--- src/hdl/vbi_anc_pkg.sv ---
/*
  Constants, types and the parity coding helper of the ancillary packet formatter.
  Assumes one 250 MHz clock and 8-bit type-2 ancillary coding on the output stream.
*/
// Behaviour
// after end-of-active-video: flag 00 FF FF, DID, SDID, DC, user words, checksum
// a whole packet never takes more than one hundred bytes of blanking
// one shared data identifier, six programmable bits, resets to 000001 (41h)
// identifier bit 6 is even parity of bits 5..0, bit 7 its inverse
// secondary identifier 41h for wide-screen signalling, 83h for programming system data
// caption 44h field 2, 85h field 1; guide data 86h field 2, 47h field 1
// 625 teletext: 48h/89h usual code, 8Ah/4Bh custom code, field 2/field 1
// 525 teletext: 50h/91h usual code, 92h/53h custom code, field 2/field 1
// count byte holds number of four-byte groups of user words, six bits
// count byte bit 6 is even parity of bits 0..5, bit 7 its inverse
// checksum adds low seven bits of DID, SDID, DC, user words; bit 7 inverts 6
// each payload byte becomes two words: low nibble first, then high nibble
// user words leave in the order the payload bytes arrived
// every packet carries the television line number it was sliced from
// filler words of 80h keep the user word count a multiple of four
// the consumer discards filler words and never treats them as payload; anc_sink keeps them in its log with every other byte
// usual-code teletext: first two words are magazine and page, not split
// custom-code teletext: first two raw bytes are split like all others
// teletext payload follows split: 40 bytes to 80 words, 32 to 64
// magazine and page words: bit 5 zero, parity bit 6, inverse bit 7
// usual code ends with two fillers; custom code sends 84 or 68 words unpadded
// every user word has bit 6 even parity of bits 0..5, bit 7 inverse
// packets go through the output buffer between end and start of video codes
package vbi_anc_pkg;

  typedef enum logic [2:0] {
    FMT_WSS      = 3'b000,
    FMT_VPS      = 3'b001,
    FMT_CAPTION  = 3'b010,
    FMT_GUIDE    = 3'b011,
    FMT_TELETEXT = 3'b100
  } format_type;

  typedef enum logic [3:0] {
    S_IDLE     = 4'b0000,
    S_WAIT_EAV = 4'b0001,
    S_ADF0     = 4'b0010,
    S_ADF1     = 4'b0011,
    S_ADF2     = 4'b0100,
    S_DID      = 4'b0101,
    S_SDID     = 4'b0110,
    S_DC       = 4'b0111,
    S_TAKE     = 4'b1000,
    S_LO       = 4'b1001,
    S_HI       = 4'b1010,
    S_FILL     = 4'b1011,
    S_CS       = 4'b1100
  } state_type;

  localparam int        LINE_NUM_W      = 10;
  localparam int        BEAT_W          = 8 + 2 + LINE_NUM_W;
  localparam logic [7:0] ADF_FIRST      = 8'h00;
  localparam logic [7:0] ADF_ONES       = 8'hFF;
  localparam logic [5:0] DID_FIELD_RESET = 6'h01;
  localparam logic [7:0] FILL_BYTE      = 8'h80;
  localparam logic [6:0] MAX_PACKET_BYTES = 7'd100;
  localparam logic [6:0] MAX_PAY_BYTES  = 7'd46;
  localparam logic [6:0] HEAD_BYTES     = 7'd2;
  localparam logic [6:0] GROUP_ROUND    = 7'h03;
  localparam logic [6:0] GROUP_MASK     = 7'h7C;
  localparam logic [4:0] MAGAZINE_MASK  = 5'h07;
  localparam logic [4:0] PAGE_MASK      = 5'h1F;
  localparam logic [6:0] POS_DID        = 7'd3;
  localparam logic [6:0] POS_DC         = 7'd5;
  localparam logic [7:0] POS_LAST_BASE  = 8'd6;

  localparam logic [7:0] SDID_WSS       = 8'h41;
  localparam logic [7:0] SDID_VPS       = 8'h83;
  localparam logic [7:0] SDID_CC_F2     = 8'h44;
  localparam logic [7:0] SDID_CC_F1     = 8'h85;
  localparam logic [7:0] SDID_GUIDE_F2  = 8'h86;
  localparam logic [7:0] SDID_GUIDE_F1  = 8'h47;
  localparam logic [7:0] SDID_T625_F2   = 8'h48;
  localparam logic [7:0] SDID_T625_F1   = 8'h89;
  localparam logic [7:0] SDID_T625X_F2  = 8'h8A;
  localparam logic [7:0] SDID_T625X_F1  = 8'h4B;
  localparam logic [7:0] SDID_T525_F2   = 8'h50;
  localparam logic [7:0] SDID_T525_F1   = 8'h91;
  localparam logic [7:0] SDID_T525X_F2  = 8'h92;
  localparam logic [7:0] SDID_T525X_F1  = 8'h53;

  // six data bits plus even parity in bit 6 and its inverse in bit 7
  function automatic logic [7:0] anc_code(input logic [5:0] v);
    anc_code = {~(^v), ^v, v};
  endfunction

endpackage

--- src/hdl/anc_stream_if.sv ---
/*
  Valid/ready word stream between the packet sequencer and its output buffer.
  Assumes both ends sit on the same clock.
*/
`timescale 1ns/100ps
interface anc_stream_if
  #(parameter int W = 8);
  logic         valid;
  logic         ready;
  logic [W-1:0] data;

  modport src (output valid, output data, input ready);
  modport snk (input valid, input data, output ready);
endinterface // anc_stream_if

--- src/hdl/anc_skid_buffer.sv ---
/*
  Two-entry output buffer: a registered output stage plus one skid entry.
  Assumes a synchronous active-high reset; the outputs are flip-flops.
*/
`timescale 1ns/100ps
module anc_skid_buffer
  #(parameter int W = 8)
  (
    input  wire logic         clk_sys,
    input  wire logic         rst,
    anc_stream_if.snk         inPort,
    output logic [W-1:0]      outData,
    output logic              outValid,
    input  wire logic         outReady
  );

  logic [W-1:0] outData_q;
  logic         outValid_q;
  logic [W-1:0] skid_q;
  logic         skidValid_q;
  logic         inFire;

  // ready drops only when the skid entry is taken, so a stall never loses a word
  assign inPort.ready = ~skidValid_q;
  assign inFire       = inPort.valid & ~skidValid_q;
  assign outData      = outData_q;
  assign outValid     = outValid_q;

  // output stage refills from the skid entry first to keep word order
  always_ff @(posedge clk_sys)
  begin
    if (rst)
    begin
      outData_q   <= '0;
      outValid_q  <= 1'h0;
      skid_q      <= '0;
      skidValid_q <= 1'h0;
    end
    else if (outReady || !outValid_q)
    begin
      if (skidValid_q)
      begin
        outData_q   <= skid_q;
        outValid_q  <= 1'h1;
        skidValid_q <= 1'h0;
      end
      else
      begin
        outData_q  <= inPort.data;
        outValid_q <= inFire;
      end
    end
    else if (inFire)
    begin
      skid_q      <= inPort.data;
      skidValid_q <= 1'h1;
    end
  end

endmodule // anc_skid_buffer

--- src/hdl/vbi_ancillary_packet_formatter.sv ---
/*
  Ancillary output formatter: turns one line of sliced payload into a type-2
  ancillary packet (flag, identifiers, count, nibble-split words, filler, checksum).
  Assumes the slicer offers a line descriptor, then exactly the announced number
  of payload bytes, or 46 if more are announced, and that eavStrobe is a same-clock pulse at end of active video.
*/
`timescale 1ns/100ps
module vbi_ancillary_packet_formatter
  (
    input  wire logic                             clk_sys,
    input  wire logic                             rst,
    input  wire logic [5:0]                       sharedDataIdField,
    input  wire logic                             lineValid,
    input  vbi_anc_pkg::format_type               lineFormat,
    input  wire logic                             lineField2,
    input  wire logic                             lineStd625,
    input  wire logic                             lineCustom,
    input  wire logic [vbi_anc_pkg::LINE_NUM_W-1:0] lineNumber,
    input  wire logic [6:0]                       lineBytes,
    output logic                                  lineReady,
    input  wire logic                             eavStrobe,
    input  wire logic                             payValid,
    input  wire logic [7:0]                       payData,
    output logic                                  payReady,
    output logic [7:0]                            ancData,
    output logic                                  ancValid,
    output logic                                  ancFirst,
    output logic                                  ancLast,
    output logic [vbi_anc_pkg::LINE_NUM_W-1:0]    ancLine,
    input  wire logic                             ancReady
  );
  import vbi_anc_pkg::*;

  state_type              state_q;
  state_type              state_d;
  format_type             fmt_q;
  logic                   field2_q;
  logic                   std625_q;
  logic                   custom_q;
  logic [LINE_NUM_W-1:0]  line_q;
  logic [5:0]             didField_q;
  logic [6:0]             bytesLeft_q;
  logic [6:0]             byteIdx_q;
  logic [6:0]             padded_q;
  logic [6:0]             wordCnt_q;
  logic [6:0]             csum_q;
  logic [7:0]             pay_q;
  logic                   lineReady_q;
  logic                   payReady_q;

  logic                   lineFire;
  logic                   payFire;
  logic                   wFire;
  logic                   wrValid;
  logic                   isUdw;
  logic                   sumAdd;
  logic                   headNow;
  logic                   inHead;
  logic [6:0]             clampBytes;
  logic [6:0]             headCnt;
  logic [6:0]             udwCnt;
  logic [6:0]             paddedCnt;
  logic [6:0]             wordsAfter;
  logic [7:0]             didByte;
  logic [7:0]             sdidByte;
  logic [7:0]             dcByte;
  logic [7:0]             loWord;
  logic [7:0]             hiWord;
  logic [7:0]             csByte;
  logic [7:0]             curWord;
  state_type              afterWord;
  logic [BEAT_W-1:0]      beat;

  anc_stream_if #(.W(BEAT_W)) coreIf ();

  // secondary identifier from format, field, line standard and frame code kind
  function automatic logic [7:0] sdid_of(input format_type f, input logic f2,
                                         input logic s625, input logic cust);
    logic [7:0] r;
    r = SDID_WSS;
    unique case (f)
      FMT_WSS:      r = SDID_WSS;
      FMT_VPS:      r = SDID_VPS;
      FMT_CAPTION:  r = f2 ? SDID_CC_F2 : SDID_CC_F1;
      FMT_GUIDE:    r = f2 ? SDID_GUIDE_F2 : SDID_GUIDE_F1;
      FMT_TELETEXT:
      begin
        if (s625)
          r = cust ? (f2 ? SDID_T625X_F2 : SDID_T625X_F1)
                   : (f2 ? SDID_T625_F2 : SDID_T625_F1);
        else
          r = cust ? (f2 ? SDID_T525X_F2 : SDID_T525X_F1)
                   : (f2 ? SDID_T525_F2 : SDID_T525_F1);
      end
      default:      r = SDID_WSS;
    endcase
    sdid_of = r;
  endfunction

  // line descriptor sizing: payload clamped so the packet fits the blanking budget
  assign lineFire   = lineValid & lineReady_q;
  assign headNow    = (lineFormat == FMT_TELETEXT) & ~lineCustom;
  assign clampBytes = (lineBytes > MAX_PAY_BYTES) ? MAX_PAY_BYTES : lineBytes;
  assign headCnt    = ~headNow ? 7'h00 : ((clampBytes > HEAD_BYTES) ? HEAD_BYTES : clampBytes);
  assign udwCnt     = 7'((clampBytes << 1) - headCnt);
  assign paddedCnt  = 7'((udwCnt + GROUP_ROUND) & GROUP_MASK);

  // transport bytes; the identifier parity bits are made here, never stored
  assign didByte  = anc_code(didField_q);
  assign sdidByte = sdid_of(fmt_q, field2_q, std625_q, custom_q);
  assign dcByte   = anc_code({1'h0, padded_q[6:2]});
  assign csByte   = {~csum_q[6], csum_q};

  // user words: magazine and page go whole, everything else low nibble then high
  assign inHead = (fmt_q == FMT_TELETEXT) & ~custom_q & (byteIdx_q < HEAD_BYTES);
  assign loWord = inHead
                ? anc_code({1'h0, pay_q[4:0] & ((byteIdx_q == 7'h00) ? MAGAZINE_MASK : PAGE_MASK)})
                : anc_code({2'h0, pay_q[3:0]});
  assign hiWord = anc_code({2'h0, pay_q[7:4]});

  // word on offer to the buffer for the current state
  assign curWord = (state_q == S_ADF0) ? ADF_FIRST :
                   (state_q == S_ADF1 || state_q == S_ADF2) ? ADF_ONES :
                   (state_q == S_DID)  ? didByte  :
                   (state_q == S_SDID) ? sdidByte :
                   (state_q == S_DC)   ? dcByte   :
                   (state_q == S_LO)   ? loWord   :
                   (state_q == S_HI)   ? hiWord   :
                   (state_q == S_FILL) ? FILL_BYTE : csByte;

  assign wrValid = (state_q != S_IDLE) & (state_q != S_WAIT_EAV) & (state_q != S_TAKE);
  assign wFire   = wrValid & coreIf.ready;
  assign payFire = payValid & payReady_q;
  assign isUdw   = (state_q == S_LO) | (state_q == S_HI) | (state_q == S_FILL);
  assign sumAdd  = isUdw | (state_q == S_DID) | (state_q == S_SDID) | (state_q == S_DC);
  assign wordsAfter = 7'(wordCnt_q + 7'h01);

  // after a user word: fetch more payload, pad to a group, or close the packet
  assign afterWord = (bytesLeft_q != 7'h00) ? S_TAKE :
                     (wordsAfter < padded_q) ? S_FILL : S_CS;

  // the line tag and frame markers travel with every word through the buffer
  assign beat = {state_q == S_ADF0, state_q == S_CS, line_q, curWord};
  assign coreIf.valid = wrValid;
  assign coreIf.data  = beat;

  // packet sequencer: waits for end of video, then walks the packet layout
  always_comb
  begin
    state_d = state_q;
    unique case (state_q)
      S_IDLE:     if (lineFire) state_d = S_WAIT_EAV;
      S_WAIT_EAV: if (eavStrobe) state_d = S_ADF0;
      S_ADF0:     if (wFire) state_d = S_ADF1;
      S_ADF1:     if (wFire) state_d = S_ADF2;
      S_ADF2:     if (wFire) state_d = S_DID;
      S_DID:      if (wFire) state_d = S_SDID;
      S_SDID:     if (wFire) state_d = S_DC;
      S_DC:       if (wFire) state_d = (bytesLeft_q != 7'h00) ? S_TAKE : S_CS;
      S_TAKE:     if (payFire) state_d = S_LO;
      S_LO:       if (wFire) state_d = inHead ? afterWord : S_HI;
      S_HI:       if (wFire) state_d = afterWord;
      S_FILL:     if (wFire) state_d = afterWord;
      S_CS:       if (wFire) state_d = S_IDLE;
      default:    state_d = S_IDLE;
    endcase
  end

  // state and handshake flops; ready is registered so the pins come from flops
  always_ff @(posedge clk_sys)
  begin
    if (rst)
    begin
      state_q     <= S_IDLE;
      lineReady_q <= 1'h0;
      payReady_q  <= 1'h0;
    end
    else
    begin
      state_q     <= state_d;
      lineReady_q <= (state_d == S_IDLE);
      payReady_q  <= (state_d == S_TAKE);
    end
  end

  // line context, latched once per packet so a new descriptor cannot tear it
  always_ff @(posedge clk_sys)
  begin
    if (rst)
    begin
      fmt_q      <= FMT_WSS;
      field2_q   <= 1'h0;
      std625_q   <= 1'h0;
      custom_q   <= 1'h0;
      line_q     <= '0;
      didField_q <= DID_FIELD_RESET;
      padded_q   <= 7'h00;
    end
    else if (lineFire)
    begin
      fmt_q      <= lineFormat;
      field2_q   <= lineField2;
      std625_q   <= lineStd625;
      custom_q   <= lineCustom;
      line_q     <= lineNumber;
      didField_q <= sharedDataIdField;
      padded_q   <= paddedCnt;
    end
  end

  // payload counters and the held byte; one byte in flight keeps arrival order
  always_ff @(posedge clk_sys)
  begin
    if (rst)
    begin
      bytesLeft_q <= 7'h00;
      byteIdx_q   <= 7'h00;
      pay_q       <= 8'h00;
    end
    else if (lineFire)
    begin
      bytesLeft_q <= clampBytes;
      byteIdx_q   <= 7'h00;
    end
    else
    begin
      if (payFire)
      begin
        pay_q       <= payData;
        bytesLeft_q <= 7'(bytesLeft_q - 7'h01);
      end
      if (wFire && ((state_q == S_LO && inHead) || state_q == S_HI))
        byteIdx_q <= 7'(byteIdx_q + 7'h01);
    end
  end

  // word count and running checksum; carries past bit 6 simply fall away
  always_ff @(posedge clk_sys)
  begin
    if (rst || lineFire)
    begin
      wordCnt_q <= 7'h00;
      csum_q    <= 7'h00;
    end
    else if (wFire)
    begin
      if (isUdw)
        wordCnt_q <= wordsAfter;
      if (sumAdd)
        csum_q <= 7'(csum_q + curWord[6:0]);
    end
  end

  anc_skid_buffer #(.W(BEAT_W)) u_outBuffer
  (
    .clk_sys  (clk_sys),
    .rst      (rst),
    .inPort   (coreIf.snk),
    .outData  ({ancFirst, ancLast, ancLine, ancData}),
    .outValid (ancValid),
    .outReady (ancReady)
  );

  assign lineReady = lineReady_q;
  assign payReady  = payReady_q;

  // checking helpers: position in packet, observed sum, count and line tag
  logic                  outFire;
  logic [6:0]            outIdx_q;
  logic [6:0]            sumChk_q;
  logic [5:0]            dcChk_q;
  logic [LINE_NUM_W-1:0] lineChk_q;

  assign outFire = ancValid & ancReady;

  always_ff @(posedge clk_sys)
  begin
    if (rst)
    begin
      outIdx_q  <= 7'h00;
      sumChk_q  <= 7'h00;
      dcChk_q   <= 6'h00;
      lineChk_q <= '0;
    end
    else if (outFire)
    begin
      outIdx_q <= ancLast ? 7'h00 : 7'(outIdx_q + 7'h01);
      if (outIdx_q == 7'h00)
        lineChk_q <= ancLine;
      if (outIdx_q == POS_DC)
        dcChk_q <= ancData[5:0];
      if (ancLast)
        sumChk_q <= 7'h00;
      else if (outIdx_q >= POS_DID)
        sumChk_q <= 7'(sumChk_q + ancData[6:0]);
    end
  end
endmodule // vbi_ancillary_packet_formatter

--- config.mk ---
export PLATFORM = sky130hd
export DESIGN_NAME = vbi_ancillary_packet_formatter
export DESIGN_NICKNAME = d
export VERILOG_FILES = /design/src/hdl/vbi_anc_pkg.sv /design/src/hdl/anc_stream_if.sv /design/src/hdl/anc_skid_buffer.sv /design/src/hdl/vbi_ancillary_packet_formatter.sv
export SDC_FILE = /design/constraint.sdc
export NUM_CORES = 1
export LEC_CHECK = 0
export BUFFER_PORTS_ARGS = -buffer_cell sky130_fd_sc_hd__buf_2
export CAP_MARGIN = 20
export CORE_MARGIN = 2
export CORE_UTILIZATION = 50
export DETAILED_ROUTE_END_ITERATION = 12
export PLACE_DENSITY = 0.7
export SLEW_MARGIN = 15
export SYNTH_ARGS = -nofsm -noshare
export SYNTH_HDL_FRONTEND = slang
export SYNTH_SLANG_ARGS = --single-unit
export TNS_END_PERCENT = 5
--- constraint.sdc ---
create_clock -name clk_sys -period 3.7 [get_ports clk_sys]
set_input_delay 0.74 -clock clk_sys [delete_from_list [all_inputs] [get_ports clk_sys]]
set_output_delay 0.74 -clock clk_sys [all_outputs]
set_load 0.02 [all_outputs]
=== Word level (Yosys, flattened, before mapping) ===
Cells that the tools add are included.

* Register bits: 111
* Bits of input ports: 43
* Output and inout port bits: 23

* $add $sub $neg: 6
* $lt $le $gt $ge: 4
* Equal/unequal tests: 20
* Muxes and demuxes: 44
* Bitwise operators: 25
* Reduce and logical (&&, ||, !) cells: 25

{| class="wikitable"
|+ Operators with widths
! kind !! count
|-
| two-way mux 8 bit || 18
|-
| two-way mux 4 bit || 12
|-
| one-hot mux 4 bit (12 select lines) || 1
|-
| two-way mux 7 bit || 5
|-
| one-hot mux 8 bit (4 select lines) || 1
|-
| XOR reduction 6 bit || 5
|-
| == test 4 bit, second input constant || 6
|-
| two-way mux 20 bit || 1
|-
| == test 4 x 3 -> 1 bit, second input constant || 4
|-
| adder 7 x 1 -> 7 bit, second input constant || 2
|-
| two-way mux 3 bit || 4
|-
| NOT 1 bit || 11
|-
| bitwise AND 1 bit || 8
|-
| == test 4 x 2 -> 1 bit, second input constant || 2
|-
| zero test 4 bit || 2
|-
| AND reduction 2 bit || 4
|-
| adder 7 x 2 -> 7 bit, second input constant || 1
|-
| adder 7 bit || 1
|-
| greater-than comparator 7 x 2 -> 1 bit, second input constant || 1
|-
| greater-than comparator 7 x 6 -> 1 bit, second input constant || 1
|-
| zero test 7 bit || 1
|-
| < comparator 7 x 2 -> 1 bit, second input constant || 1
|-
| < comparator 7 bit || 1
|-
| nonzero test 7 bit || 1
|-
| other kinds (18) || 30
|}

=== Depth between registers and ports, before layout ===
Gate-level depths: netlist of the first run.

* Depth in word-level cells: 13
* Gate-level depth with buffers: 19
* Mapped depth without buffers: 18

=== Cells and area by module ===
Synthesis of the first run repeated with hierarchy kept, for this count alone.

* Cells, all modules: 753
* Area total of the unflattened synthesis: 6321.1 µm²

{| class="wikitable"
|+ Modules (own cells, without submodules)
! module !! instances !! cells an instance !! area each (µm²)
|-
| vbi_ancillary_packet_formatter || 1 || 568 || 4366.7
|-
| anc_skid_buffer || 1 || 185 || 1954.4
|}

=== Least setup slack after synthesis of the first run ===
OpenSTA, ideal clock, no wires.

* Path kind: reg-to-reg
* Start: register state_q[0]
* End: register csum_q[6]
* Library setup time: 0.166 ns
* Arrival time: 3.350 ns
* Setup slack: 0.184 ns
* Stages on the path, launching flop included: 19
* Buffers on the path: 1
* Period minus slack after synthesis: 3.516 ns
* Path through: dfxtp_1 > clkbuf_1 > nor2b_1 > a22oi_1 > o211ai_1 > o211ai_1 > o221a_2 > nor4b_1 > ha_1 > inv_1 > fa_1 > nor2b_1 > o21ai_0 > nand2b_1 > a21o_1 > a21oi_1 > and4_1 > a41oi_1 > o211ai_1

* Cells in the longest elaborated chain, start to end: 10
* Elaborated cells on any way between the ends: 31
* Classes of those cells: add/sub: 1; eq/ne: 11; mux: 8; bitwise: 8; reduce/logical: 3

{| class="wikitable"
|+ Ends and longest elaborated chain
! item !! RTL line !! source
|-
| start: declaration || vbi_ancillary_packet_formatter.sv:34 || <nowiki>state_type state_q;</nowiki>
|-
| start signal: assignment || vbi_ancillary_packet_formatter.sv:180 || <nowiki>state_q <= state_d;</nowiki>
|-
| == test 4 bit || vbi_ancillary_packet_formatter.sv:129 || <nowiki>(state_q == S_FILL) ? FILL_BYTE : csByte;</nowiki>
|-
| two-way mux 8 bit || vbi_ancillary_packet_formatter.sv:129 ||
|-
| two-way mux 8 bit || vbi_ancillary_packet_formatter.sv:128 || <nowiki>(state_q == S_HI) ? hiWord :</nowiki>
|-
| two-way mux 8 bit || vbi_ancillary_packet_formatter.sv:127 || <nowiki>(state_q == S_LO) ? loWord :</nowiki>
|-
| two-way mux 8 bit || vbi_ancillary_packet_formatter.sv:126 || <nowiki>(state_q == S_DC) ? dcByte :</nowiki>
|-
| two-way mux 8 bit || vbi_ancillary_packet_formatter.sv:125 || <nowiki>(state_q == S_SDID) ? sdidByte :</nowiki>
|-
| two-way mux 8 bit || vbi_ancillary_packet_formatter.sv:124 || <nowiki>(state_q == S_DID) ? didByte :</nowiki>
|-
| two-way mux 8 bit || vbi_ancillary_packet_formatter.sv:123 || <nowiki>(state_q == S_ADF1 || state_q == S_ADF2) ? ADF_ONES :</nowiki>
|-
| two-way mux 8 bit (*) || vbi_ancillary_packet_formatter.sv:122 || <nowiki>assign curWord = (state_q == S_ADF0) ? ADF_FIRST :</nowiki>
|-
| net beat[0] || vbi_ancillary_packet_formatter.sv:72 || <nowiki>logic [BEAT_W-1:0] beat;</nowiki>
|-
| adder 7 bit (*) || vbi_ancillary_packet_formatter.sv:250 || <nowiki>csum_q <= 7'(csum_q + curWord[6:0]);</nowiki>
|-
| end signal: assignment || vbi_ancillary_packet_formatter.sv:250 ||
|-
| end: declaration || vbi_ancillary_packet_formatter.sv:46 || <nowiki>logic [6:0] csum_q;</nowiki>
|}

Mark *: on every way through the listed nets, which the timed path passes. The rest lies on a longest branch.
A chain may end at the register's enable or synchronous reset.

=== Final worst setup path of the first run ===
* Start: register fmt_q[2]
* End: register csum_q[6]

* Cells in the longest elaborated chain, start to end: 11
* Elaborated cells on any way between the ends: 15
* Classes of those cells: add/sub: 1; eq/ne: 4; mux: 8; bitwise: 2

{| class="wikitable"
|+ Ends and longest elaborated chain
! item !! RTL line !! source
|-
| start: declaration || vbi_ancillary_packet_formatter.sv:36 || <nowiki>format_type fmt_q;</nowiki>
|-
| start signal: assignment || vbi_ancillary_packet_formatter.sv:201 || <nowiki>fmt_q <= lineFormat;</nowiki>
|-
| == test 3 bit || vbi_ancillary_packet_formatter.sv:81, vbi_ancillary_packet_formatter.sv:115 ||
|-
| bitwise AND 1 bit (2 in series) || vbi_ancillary_packet_formatter.sv:115 || <nowiki>assign inHead = (fmt_q == FMT_TELETEXT) & ~custom_q & (byteIdx_q < HEAD_BYTES);</nowiki>
|-
| two-way mux 8 bit || vbi_ancillary_packet_formatter.sv:117 || <nowiki>? anc_code({1'h0, pay_q[4:0] & ((byteIdx_q == 7'h00) ? MAGAZINE_MASK : PAGE_MASK)})</nowiki>
|-
| two-way mux 8 bit || vbi_ancillary_packet_formatter.sv:127 ||
|-
| two-way mux 8 bit || vbi_ancillary_packet_formatter.sv:126 ||
|-
| two-way mux 8 bit (*) || vbi_ancillary_packet_formatter.sv:125 ||
|-
| two-way mux 8 bit (*) || vbi_ancillary_packet_formatter.sv:124 ||
|-
| two-way mux 8 bit (*) || vbi_ancillary_packet_formatter.sv:123 ||
|-
| two-way mux 8 bit (*) || vbi_ancillary_packet_formatter.sv:122 ||
|-
| net beat[4] || vbi_ancillary_packet_formatter.sv:72 ||
|-
| adder 7 bit (*) || vbi_ancillary_packet_formatter.sv:250 ||
|}

Marks and branches as above.

==> out/metrics.yaml, run 1 <==
status:
  status: "finished, violations left"
  violations: "DRC"
placement:
  gp_congestion: 0.878
  port_buffers: 65
  dp_cells: 947
  dp_hpwl_um: 11100
synth:
  synth-seq-cells: 111
  synth_edf_count: 0
  synth.avg_cell_area_sq_um: 7.92
  ys_types: 65
  netlist.area_leader.share: 0.375
  synth_area_sq_um: 5930
  yosysWarnings: 0
  yosys.area.top_type: "dfxtp_1"
  async_flop_share: 0
  synthTopCellsByArea: "dfxtp_1 37%, nand2_1 8.2%, a21oi_1 6.6%"
  syn_inst: 749
  ys_seq_area_frac: 0.375
  synth_ff_type: "dfxtp_1"
worst_setup_path:
  critical-path-top-delay-family: "simple AND/OR/NAND/NOR gates"
  rr_startpoint: "fmt_q[2]"
  critical_path.max_fanout: 7
  crit_start: "fmt_q[2]"
  cpPeakStageDelay_ps: 510
  crit_type: "reg2reg"
  critPathRequiredTime_ps: 3990
  cp-start-kind: "flop"
  critical_path_arrival_ps: 3690
  cp_cell_sequence: "or3b_1 -> or3_4 -> or4_1 -> a21oi_1 -> o21ai_1 -> a21oi_2 -> ha_1 -> a21o_1 -> a21oi_2 -> and4_1 -> a41oi_1 -> o211ai_1"
  crit_path_end_kind: "flop"
  cpMostUsedCell: "a21oi_2"
  slowest_stage: "or4_1"
  path_buf_inv: 0
global_routing:
  grt_pass1_vias: 5163
  grt_overflow: 0
  grt_max_degree: 55
  antenna_found_initial: 0
  grt_pass1_wl_um: 24800
  grtUsageTotal: 0.242
floorplan:
  num_rows: 39
  start_util: 0.515
  die_area_sq_um: 12800
  die_h_um: 113
  core-area_sq_um: 11500
  io_pins: 66
  die_x_um: 113
power_and_ir_drop:
  p_clk_frac: 0.345
  p_switching_w: 0.000784
  p_seq_frac: 0.483
  cellLeakagePower_nw: 2.72
  switching_share: 0.292
  fin_total_pwr_w: 0.00268
  combPwrFrac: 0.173
  powerDensity_nw_per_um2: 393
  vdd_drop_max_mv: 0.297
  power.internal_w: 0.00190
sta:
  fmax_mhz: 294
  rsz0062_at_grt: "false"
  relSlewSlack: 0.334
  fin_crit_sh: 0.920
  fin_worst_skew_ps: 10.9
  hold_viol: 0
  layout_min_cycle_time_ps: 3400
  worst_pin_slew_ps: 999
  setup_viol: 0
  setup_tns_ps: 0
  slew_viol_final: 0
drt:
  drt_iter0_drc: 449
  first_pass_iters: 9
  drc_errors: 1
  vias: 5347
  postRouteAntennaNets: 0
  vias_per_cell: 5.55
  wirelength_um: 14900
  wl_per_cell_um: 15.5
clocking:
  clk_path_buf_depth: 2
  hold_buffers: 0
  clk_latency_ps: 360
  cts.clk_slew.worst_paths_ps: 80
  htreeDepth: 3
  cts_tree: "yes"
  cts.sink_count: 111
  cts_setup_buffers: 0
  root_buffer: "clkbuf_16"
  cts_buffers: 9
final_layout:
  drive_gt1_frac: 0.159
  layout.cells.non_filler: 963
  postLayoutCoreUtil: 0.593
  nFillCells: 1120
  diodes: 0
  regArea_sq_um: 2220
  multiInputGateArea_sq_um: 3520
  area_growth_pct: 15.1
  nets: 882
run:
  maxCapViolCount: 0
min_path:
  worstHoldStart: "u_outBuffer.skid_q[14]"
  hold_path.class: "reg2reg"
## sequential cells by signal (all words and copies together) (netlist names)
| name | flops |
|---|---|
| csum_q | 7 |
| u_outBuffer.outData | 20 |
| line_q | 10 |
| field2_q | 1 |
| u_outBuffer.skid_q | 20 |
| pay_q | 8 |
| state_q | 4 |
| u_outBuffer.skidValid_q | 1 |
| u_outBuffer.outValid | 1 |
| payReady | 1 |
| byteIdx_q | 7 |
| bytesLeft_q | 7 |
| custom_q | 1 |
| std625_q | 1 |
| didField_q | 6 |
| lineReady | 1 |
| padded_q | 5 |
| wordCnt_q | 7 |
| fmt_q | 3 |
## per-layer routing
metal	vias up	global-route usage	wire [um]
met5	-	0	0
met4	0	0.0748	274
met2	123	0.402	6970
met1	2502	0.314	6990
li1	2702	-	-
met3	20	0.0552	713
## power by group through the flow
stage | clock network (W) | registers (W) | logic (W)
finish | 0.000924 | 0.00129 | 0.000464
floorplan | 0 | 0.00133 | 0.000296
global route | 0.000985 | 0.00130 | 0.000514
CTS | 0.000943 | 0.00129 | 0.000460
detailed placement | 0 | 0.00132 | 0.000458
global placement | 0 | 0.00132 | 0.000448
## Yosys cell counts (2+ instances only)
library cell,n
o21a_1,2
nor2_1,86
a2bb2oi_1,2
and3_1,6
o311ai_0,2
o211a_1,3
a21o_1,8
or2_2,3
dfxtp_1,111
o211ai_1,4
nand3_1,11
o21ai_1,2
and2_1,2
a31oi_1,4
nor4b_1,4
fa_1,2
xor2_1,22
buf_1,3
a21oi_1,78
a221oi_1,2
and4_1,2
xnor2_1,23
nand2b_1,16
o32a_1,2
nand2_1,129
nor4bb_1,2
conb_1,2
nor3_1,12
mux2i_1,24
or4_1,3
inv_1,24
a22oi_1,7
nand4_1,2
ha_1,22
nand4b_1,2
clkbuf_1,37
nor2b_1,10
a211oi_1,27
o21ai_0,20
## cell families after synthesis
kind of cell / after synthesis / share of synthesized area
AND/OR/NAND/NOR: 301 / 0.230
flip-flops: 111 / 0.375
multiplexers: 25 / 0.0430
buffers and inverters: 65 / 0.0413
AO/OA/AOI/OAI: 176 / 0.190
adder cells (fa/ha/maj): 24 / 0.0532
XOR/XNOR: 45 / 0.0664
other: 2 / 0.00127
## timing repair
| action | CTS | global route |
|---|---|---|
| hold endpoints to repair | 0 | 0 |
| resized for setup | 0 | 11 |
| setup endpoints to repair | 0 | 2 |
## worst paths after layout
path	cells after the start	to	slack (ps)
worst max-delay path	12	csum_q[6]	300
worst min-delay path	2	u_outBuffer.skid_q[14]	460
worst max register to register	12	csum_q[6]	300
worst min register to register	2	u_outBuffer.skid_q[14]	460
## placed cells by master, fill, tap and decap left out, types with 3 or more instances in the layout
| cell | instances |
|---|---|
| nand2_1 | 129 |
| mux2i_1 | 24 |
| nor3_1 | 11 |
| ha_1 | 22 |
| a211oi_1 | 26 |
| xnor2_1 | 23 |
| and3_1 | 6 |
| or4_1 | 3 |
| o211a_1 | 3 |
| nand2b_1 | 16 |
| xor2_1 | 22 |
| buf_4 | 29 |
| nor2b_1 | 8 |
| or2_2 | 3 |
| a21oi_1 | 76 |
| dfxtp_1 | 110 |
| nand3_1 | 11 |
| nor2_1 | 85 |
| o21ai_0 | 20 |
| a22oi_1 | 7 |
| clkbuf_16 | 9 |
| conb_1 | 4 |
| inv_1 | 24 |
| a31oi_1 | 4 |
| a21o_1 | 8 |
| o211ai_1 | 4 |
| buf_2 | 65 |
## final cells by class
type / count / share of cell area
multi-input cells: 575 / 0.515
clock buffers: 10 / 0.0335
repair buffers: 94 / 0.0795
clock inverters: 6 / 0.00641
well taps: 143 / 0.0262
inverters: 24 / 0.0132
flip-flops and latches: 111 / 0.326
## stage by stage
stage,hold slack (ps),setup slack (ps),cell area (sq um)
after floorplan,436,184,5940
after global placement,441,228,6510
after detailed placement,446,93.7,6510
after CTS,456,76.3,6780
after global routing,470,14.9,6830
final,457,297,6830
## worst reg2reg max path, stage by stage (launching register included)
cell	delay [ps]
dfxtp_1	380
or3b_1	480
or3_4	450
or4_1	510
a21oi_1	160
o21ai_1	100
a21oi_2	210
ha_1	300
a21o_1	180
a21oi_2	200
and4_1	210
a41oi_1	50
o211ai_1	100
Power figures use the tool's default switching activity.
==> run 2: changes to the inputs <==
- CELL_PAD_IN_SITES_DETAIL_PLACEMENT: not set -> 1
- CELL_PAD_IN_SITES_GLOBAL_PLACEMENT: not set -> 1
- CORE_UTILIZATION: 50 -> 39
- PLACE_DENSITY: 0.7 -> 0.73
==> run 2 against run 1 <==
  * The flow now finishes without violations
  * Sequential cell count did not move
  * Combinational power rose by 3%
  * Final cell count rose by 4.8%
  * Global-route usage fell by 1.9 points
  * Clock skew rose by 3.2 ps
  * Sequential power barely moved
  * Worst hold slack improved by 2.7 ps
  * Die area rose by 27%
  * Routed wire length rose by 17%
  * Sequential share of layout area fell by 0.47 points
  * Clock power rose by 9%
==> out/metrics.yaml, run 2 (synthesized netlist as in run 1, its figures left out) <==
clocking:
  clk_path_buf_depth: 2  # unchanged
  htreeDepth: 3  # unchanged
  root_buffer: "clkbuf_16"
  cts.clk_slew.worst_paths_ps: 80  # about the same
  cts_tree: "yes"
  clk_latency_ps: 360  # about the same
  cts_buffers: 9  # unchanged
  cts_setup_buffers: 0  # unchanged
  cts.sink_count: 111  # unchanged
  hold_buffers: 0  # unchanged
worst_setup_path:
  critPathRequiredTime_ps: 3940  # -50 ps
  critical_path_arrival_ps: 3670  # -20 ps
  cp-start-kind: "flop"
  crit_type: "reg2reg"
  critical_path.max_fanout: 6  # -1
  ff2ff_setup_slack_ps: 260  # -30 ps
  crit_path_end_kind: "flop"
placement:
  pre_cts_slack_ps: 2.72  # -90.9 ps
  dp_hpwl_um: 13300  # +20%
  gp_congestion: 0.897  # +2.1%
  port_buffers: 65  # unchanged
floorplan:
  die_h_um: 127  # +13%
  core-area_sq_um: 15000  # +31%
  die_x_um: 127  # +13%
  io_pins: 66  # unchanged
  num_rows: 45  # +15%
  die_area_sq_um: 16200  # +27%
  start_util: 0.395  # -0.121
global_routing:
  grt_pass1_vias: 5718  # +11%
  grt_max_degree: 43  # -22%
  grt_pass1_wl_um: 28700  # +16%
  antenna_found_initial: 0  # unchanged
  grt_overflow: 0  # unchanged
  grtUsageTotal: 0.223  # -0.0187
drt:
  met1_length_um: 8090  # +16%
  routed-wl-met3_um: 525  # -26%
  postRouteAntennaNets: 0  # unchanged
  wirelength_um: 17500  # +17%
  drt_iter0_drc: 198  # -56%
  wl_met2_um: 8620  # +24%
  first_pass_iters: 4  # -5
  wl_per_cell_um: 17.3  # +12%
  vias_per_cell: 5.40  # -2.8%
  drc_errors: 0  # -1
  vias: 5444  # +1.8%
  top_layer: "met4"
sta:
  setup_viol: 0  # unchanged
  rsz0062_at_grt: "false"
  fmax_mhz: 291  # -0.92%
  worst_slack_ps: 265  # -31.7 ps
  hold_viol: 0  # unchanged
  layout_min_cycle_time_ps: 3440  # +31.6 ps
  worst_pin_slew_ps: 1010  # +12.7 ps
  slew_viol_final: 0  # unchanged
  fin_crit_sh: 0.928  # +0.00855
  relSlewSlack: 0.326  # -0.00847
  setup_tns_ps: 0  # unchanged
  fin_worst_skew_ps: 14.1  # +3.22 ps
power_and_ir_drop:
  powerDensity_nw_per_um2: 402  # +2.3%
  cellLeakagePower_nw: 2.75  # +1.1%
  vdd_drop_max_mv: 0.233  # -22%
final_layout:
  area_growth_pct: 16.8
  nets: 884  # +0.23%
  diodes: 0  # unchanged
  nFillCells: 1844  # +65%
  layout_commonest_cell: "nand2_1"
  drive_gt1_frac: 0.160  # +0.00102
  layout_common_cells: "129 x nand2_1, 109 x dfxtp_1, 85 x nor2_1"
  regArea_sq_um: 2220  # about the same
  multiInputGateArea_sq_um: 3520  # about the same
min_path:
  hold_path.class: "reg2reg"
status:
  status: "finished, final reports clean"
run:
  maxCapViolCount: 0  # unchanged
==> run 2: changes by cell type in the layout (fill, tap and decap cells not counted), sizes merged <==
cell | previous run | this run
bufinv | 0 | 1
inv | 26 | 25
clkbuf | 10 | 9
clkinv | 3 | 4
clkinvlp | 1 | 0
buf | 94 | 96
==> run 2: repair_timing <==
action	4_1_cts	5_1_grt
endpoints found under the setup margin	1	2
gates resized for setup	1	10
cloned	0	0
pin swaps	0	1
==> run 2: per-layer routing <==
metal | GRT usage | up-vias
met5 | 0 | -
met4 | 0.0595 | 0
met3 | 0.0322 | 15
met2 | 0.390 | 84
met1 | 0.288 | 2648
li1 | - | 2697
==> run 2: report_power, final <==
part,internal [W],leakage (nW),total (W),switching (W)
Clock,0.000534,0.149,0.00101,0.000476
Sequential,0.00125,0.900,0.00130,0.0000491
Combinational,0.000192,1.70,0.000479,0.000286
Total,0.00197,2.75,0.00279,0.000812
==> run 2: area by class of cell <==
| class | instances | area share |
|---|---|---|
| clock inverters | 6 | 0.0117 |
| inverters | 24 | 0.0130 |
| multi-input cells | 575 | 0.507 |
| well taps | 188 | 0.0339 |
| clock buffers | 9 | 0.0325 |
| repair buffers | 96 | 0.0805 |
| flip-flops and latches | 111 | 0.321 |
==> run 2: final timing paths <==
| path | endpoint | from | depth (start not counted) |
|---|---|---|---|
| worst min-delay path | u_outBuffer.skid_q[12] | u_outBuffer.skid_q[12] | 2 |
| worst min register to register | u_outBuffer.skid_q[12] | u_outBuffer.skid_q[12] | 2 |
| worst max register to register | csum_q[6] | state_q[2] | 18 |
| worst max-delay path | csum_q[6] | state_q[2] | 18 |
==> run 2: metrics by stage <==
stage          power (W)  hold WS, ps  cell area [sq um]  instances   util
2_1_floorplan    0.00163          436               5940        751      -
3_3_place_gp     0.00178          442               6580        994  0.438
3_5_place_dp     0.00180          450               6580        994  0.438
4_1_cts          0.00281          461               6890       1009  0.458
5_1_grt          0.00292          486               6930       1009  0.461
6_report         0.00279          460               6930       1009  0.461
==> run 2: worst max-delay path: stages (launching register included) <==
cell	delay, ps
dfxtp_1	400
nand2b_1	240
or2_2	190
nand2_1	60
o211ai_1	110
o211ai_1	140
o221a_2	160
nor4b_4	300
ha_2	230
inv_1	50
fa_1	390
nor2b_1	120
o21ai_0	80
nand2b_1	130
a21o_1	150
a21oi_2	80
and4_1	200
a41oi_1	170
o211ai_1	110
==> run 3: changes to the inputs <==
- GPL_TIMING_DRIVEN: not set -> 0
==> run 3 against run 2 <==
  * Sequential power hardly changed
  * Worst setup slack got worse by 64 ps
  * Clock power about the same
  * Routed wire length up 4.6%
  * Non-clock buffer count is 17 higher
  * Sequential cell count unchanged
  * Global-route usage grew 0.56 points
  * Power rose by 0.63%
  * Die area did not move
  * Worst hold slack is essentially flat
  * Final cell count is 1.8% higher
  * Sequential share of layout area fell by 0.19 points
==> out/metrics.yaml, run 3 (synthesized netlist as in run 1, its figures left out) <==
floorplan:
  core-area_sq_um: 15000  # unchanged
  io_pins: 66  # unchanged
  start_util: 0.395  # unchanged
  die_h_um: 127  # unchanged
  die_area_sq_um: 16200  # unchanged
  num_rows: 45  # unchanged
  die_x_um: 127  # unchanged
drt:
  vias_per_cell: 5.42  # +0.39%
  drt_iter0_drc: 209  # +5.6%
  wl_per_cell_um: 17.8  # +2.8%
  top_layer: "met4"
  vias: 5563  # +2.2%
  first_pass_iters: 4  # unchanged
  routed-wl-met3_um: 628  # +20%
  postRouteAntennaNets: 0  # unchanged
  wl_met2_um: 9150  # +6.1%
  wirelength_um: 18300  # +4.6%
  met1_length_um: 8090  # about the same
  drc_errors: 0  # unchanged
worst_setup_path:
  critPathRequiredTime_ps: 3920  # -20 ps
  cpPeakStageDelay_ps: 400  # about the same
  critical_path_arrival_ps: 3720  # +50 ps
  slowest_stage: "dfxtp_4"
  cp_cell_sequence: "buf_6 -> nor2b_4 -> a22oi_1 -> o211ai_1 -> o211ai_1 -> o221a_2 -> nor4b_4 -> ha_2 -> inv_1 -> fa_2 -> nor2b_1 -> o21ai_0 -> nand2b_1 -> a21o_1 -> a21oi_2 -> and4_1 -> a41oi_2 -> o211ai_1"
  critical-path-top-delay-family: "compound AO/OA/AOI/OAI gates"
  critical_path.max_fanout: 5  # -1
  path_buf_inv: 2  # +1
  crit_type: "reg2reg"
  crit_path_end_kind: "flop"
  cp-start-kind: "flop"
  cpMostUsedCell: "o211ai_1"
placement:
  port_buffers: 64  # -1.5%
  dp_cells: 1003  # +0.91%
  gp_congestion: 0.978  # +9.1%
  dp_hpwl_um: 14100  # +6.5%
global_routing:
  grt_overflow: 0  # unchanged
  antenna_found_initial: 0  # unchanged
  grtUsageTotal: 0.229  # +0.00556
  grt_max_degree: 19  # -56%
  grt_pass1_vias: 5808  # +1.6%
  grt_pass1_wl_um: 29300  # +2.2%
final_layout:
  layout_common_cells: "128 x nand2_1, 107 x dfxtp_1, 85 x nor2_1"
  postLayoutCoreUtil: 0.465  # +0.00383
  diodes: 0  # unchanged
  drive_gt1_frac: 0.147  # -0.0130
  nFillCells: 1825  # -1.0%
  nets: 901  # +1.9%
  layout.cells.non_filler: 1027  # +1.8%
  layout_commonest_cell: "nand2_1"
  area_growth_pct: 17.8
power_and_ir_drop:
  vdd_drop_max_mv: 0.219  # -5.7%
  fin_total_pwr_w: 0.00280  # +0.63%
  powerDensity_nw_per_um2: 401  # -0.20%
  cellLeakagePower_nw: 2.70  # -1.9%
clocking:
  root_buffer: "clkbuf_16"
  cts_tree: "yes"
  clk_path_buf_depth: 2  # unchanged
  cts.clk_slew.worst_paths_ps: 80  # about the same
  clk_latency_ps: 360  # about the same
  cts.sink_count: 111  # unchanged
  cts_buffers: 9  # unchanged
  htreeDepth: 3  # unchanged
sta:
  fin_worst_skew_ps: 9.87  # -4.23 ps
  whs_ps: 460  # +0.00800 ps
  layout_min_cycle_time_ps: 3500  # +64.0 ps
  fmax_mhz: 286  # -1.8%
  slew_viol_final: 0  # unchanged
  setup_viol: 0  # unchanged
  worst_pin_slew_ps: 815  # -196 ps
  hold_viol: 0  # unchanged
  relSlewSlack: 0.456  # +0.130
  fin_crit_sh: 0.946  # +0.0173
run:
  maxCapViolCount: 0  # unchanged
status:
  status: "finished, final reports clean"
min_path:
  hold_path.class: "reg2reg"
## run 3: cell types whose count changed in the layout (fill, tap and decap cells not counted), moves of 2 or more
cell and delta:
clkbuf_1 +34, buf_4 -23, buf_1 +3, buf_2 +2
buf_6 +2, clkinv_4 -2, dfxtp_1 -2, nor2b_4 +2
## run 3: layout make-up
cell class	instances	area, sq um	area share
multi-input cells	575	3580	0.512
flip-flops and latches	111	2230	0.319
repair buffers	73	385	0.0551
well taps	188	235	0.0337
clock buffers	11	233	0.0333
plain buffers	40	169	0.0242
inverters	24	90.1	0.0129
clock inverters	5	66.3	0.00949
## run 3: final timing paths
check / slack [ps] / to / start / depth (start not counted)
setup / recovery: 200 / csum_q[6] / state_q[0] / 18
hold / removal: 460 / u_outBuffer.skid_q[10] / u_outBuffer.skid_q[10] / 2
setup reg to reg: 200 / csum_q[6] / state_q[0] / 18
hold reg to reg: 460 / u_outBuffer.skid_q[10] / u_outBuffer.skid_q[10] / 2
## run 3: timing repair
item,4_1_cts,5_1_grt
endpoints found under the setup margin,6,1
resized for setup,17,21
pin swaps,2,5
hold buffers,0,0
setup buffers,3,5
## run 3: power breakdown
part | total (W) | leakage [nW] | internal (W) | switching (W)
clock | 0.00100 | 0.142 | 0.000535 | 0.000467
sequential | 0.00130 | 0.902 | 0.00125 | 0.0000522
combinational | 0.000501 | 1.66 | 0.000194 | 0.000307
total | 0.00280 | 2.70 | 0.00198 | 0.000826
## run 3: worst reg2reg max path: cells and delay by family, from the launching register on
family | cells | cell delay [ps]
adder cells (fa/ha/maj) | 2 | 590
AND/OR/NAND/NOR | 5 | 980
buffers and inverters | 2 | 180
flip-flops | 1 | 400
AO/OA/AOI/OAI | 9 | 1210
## run 3: stage by stage
stage | cell area (sq um) | setup slack [ps] | TNS, ps
finish | 6990 | 201 | 0
floorplan | 5940 | 184 | 0
global route | 6990 | -57.7 | -57.7
CTS | 6880 | 14.7 | 0
detailed placement | 6500 | -895 | -2490
global placement | 6490 | -752 | -1740
## run 3: routing by layer
layer / vias up / global-route usage
li1: 2751 / -
met1: 2685 / 0.289
met2: 99 / 0.394
met3: 28 / 0.0318
met4: 0 / 0.0905
met5: - / 0
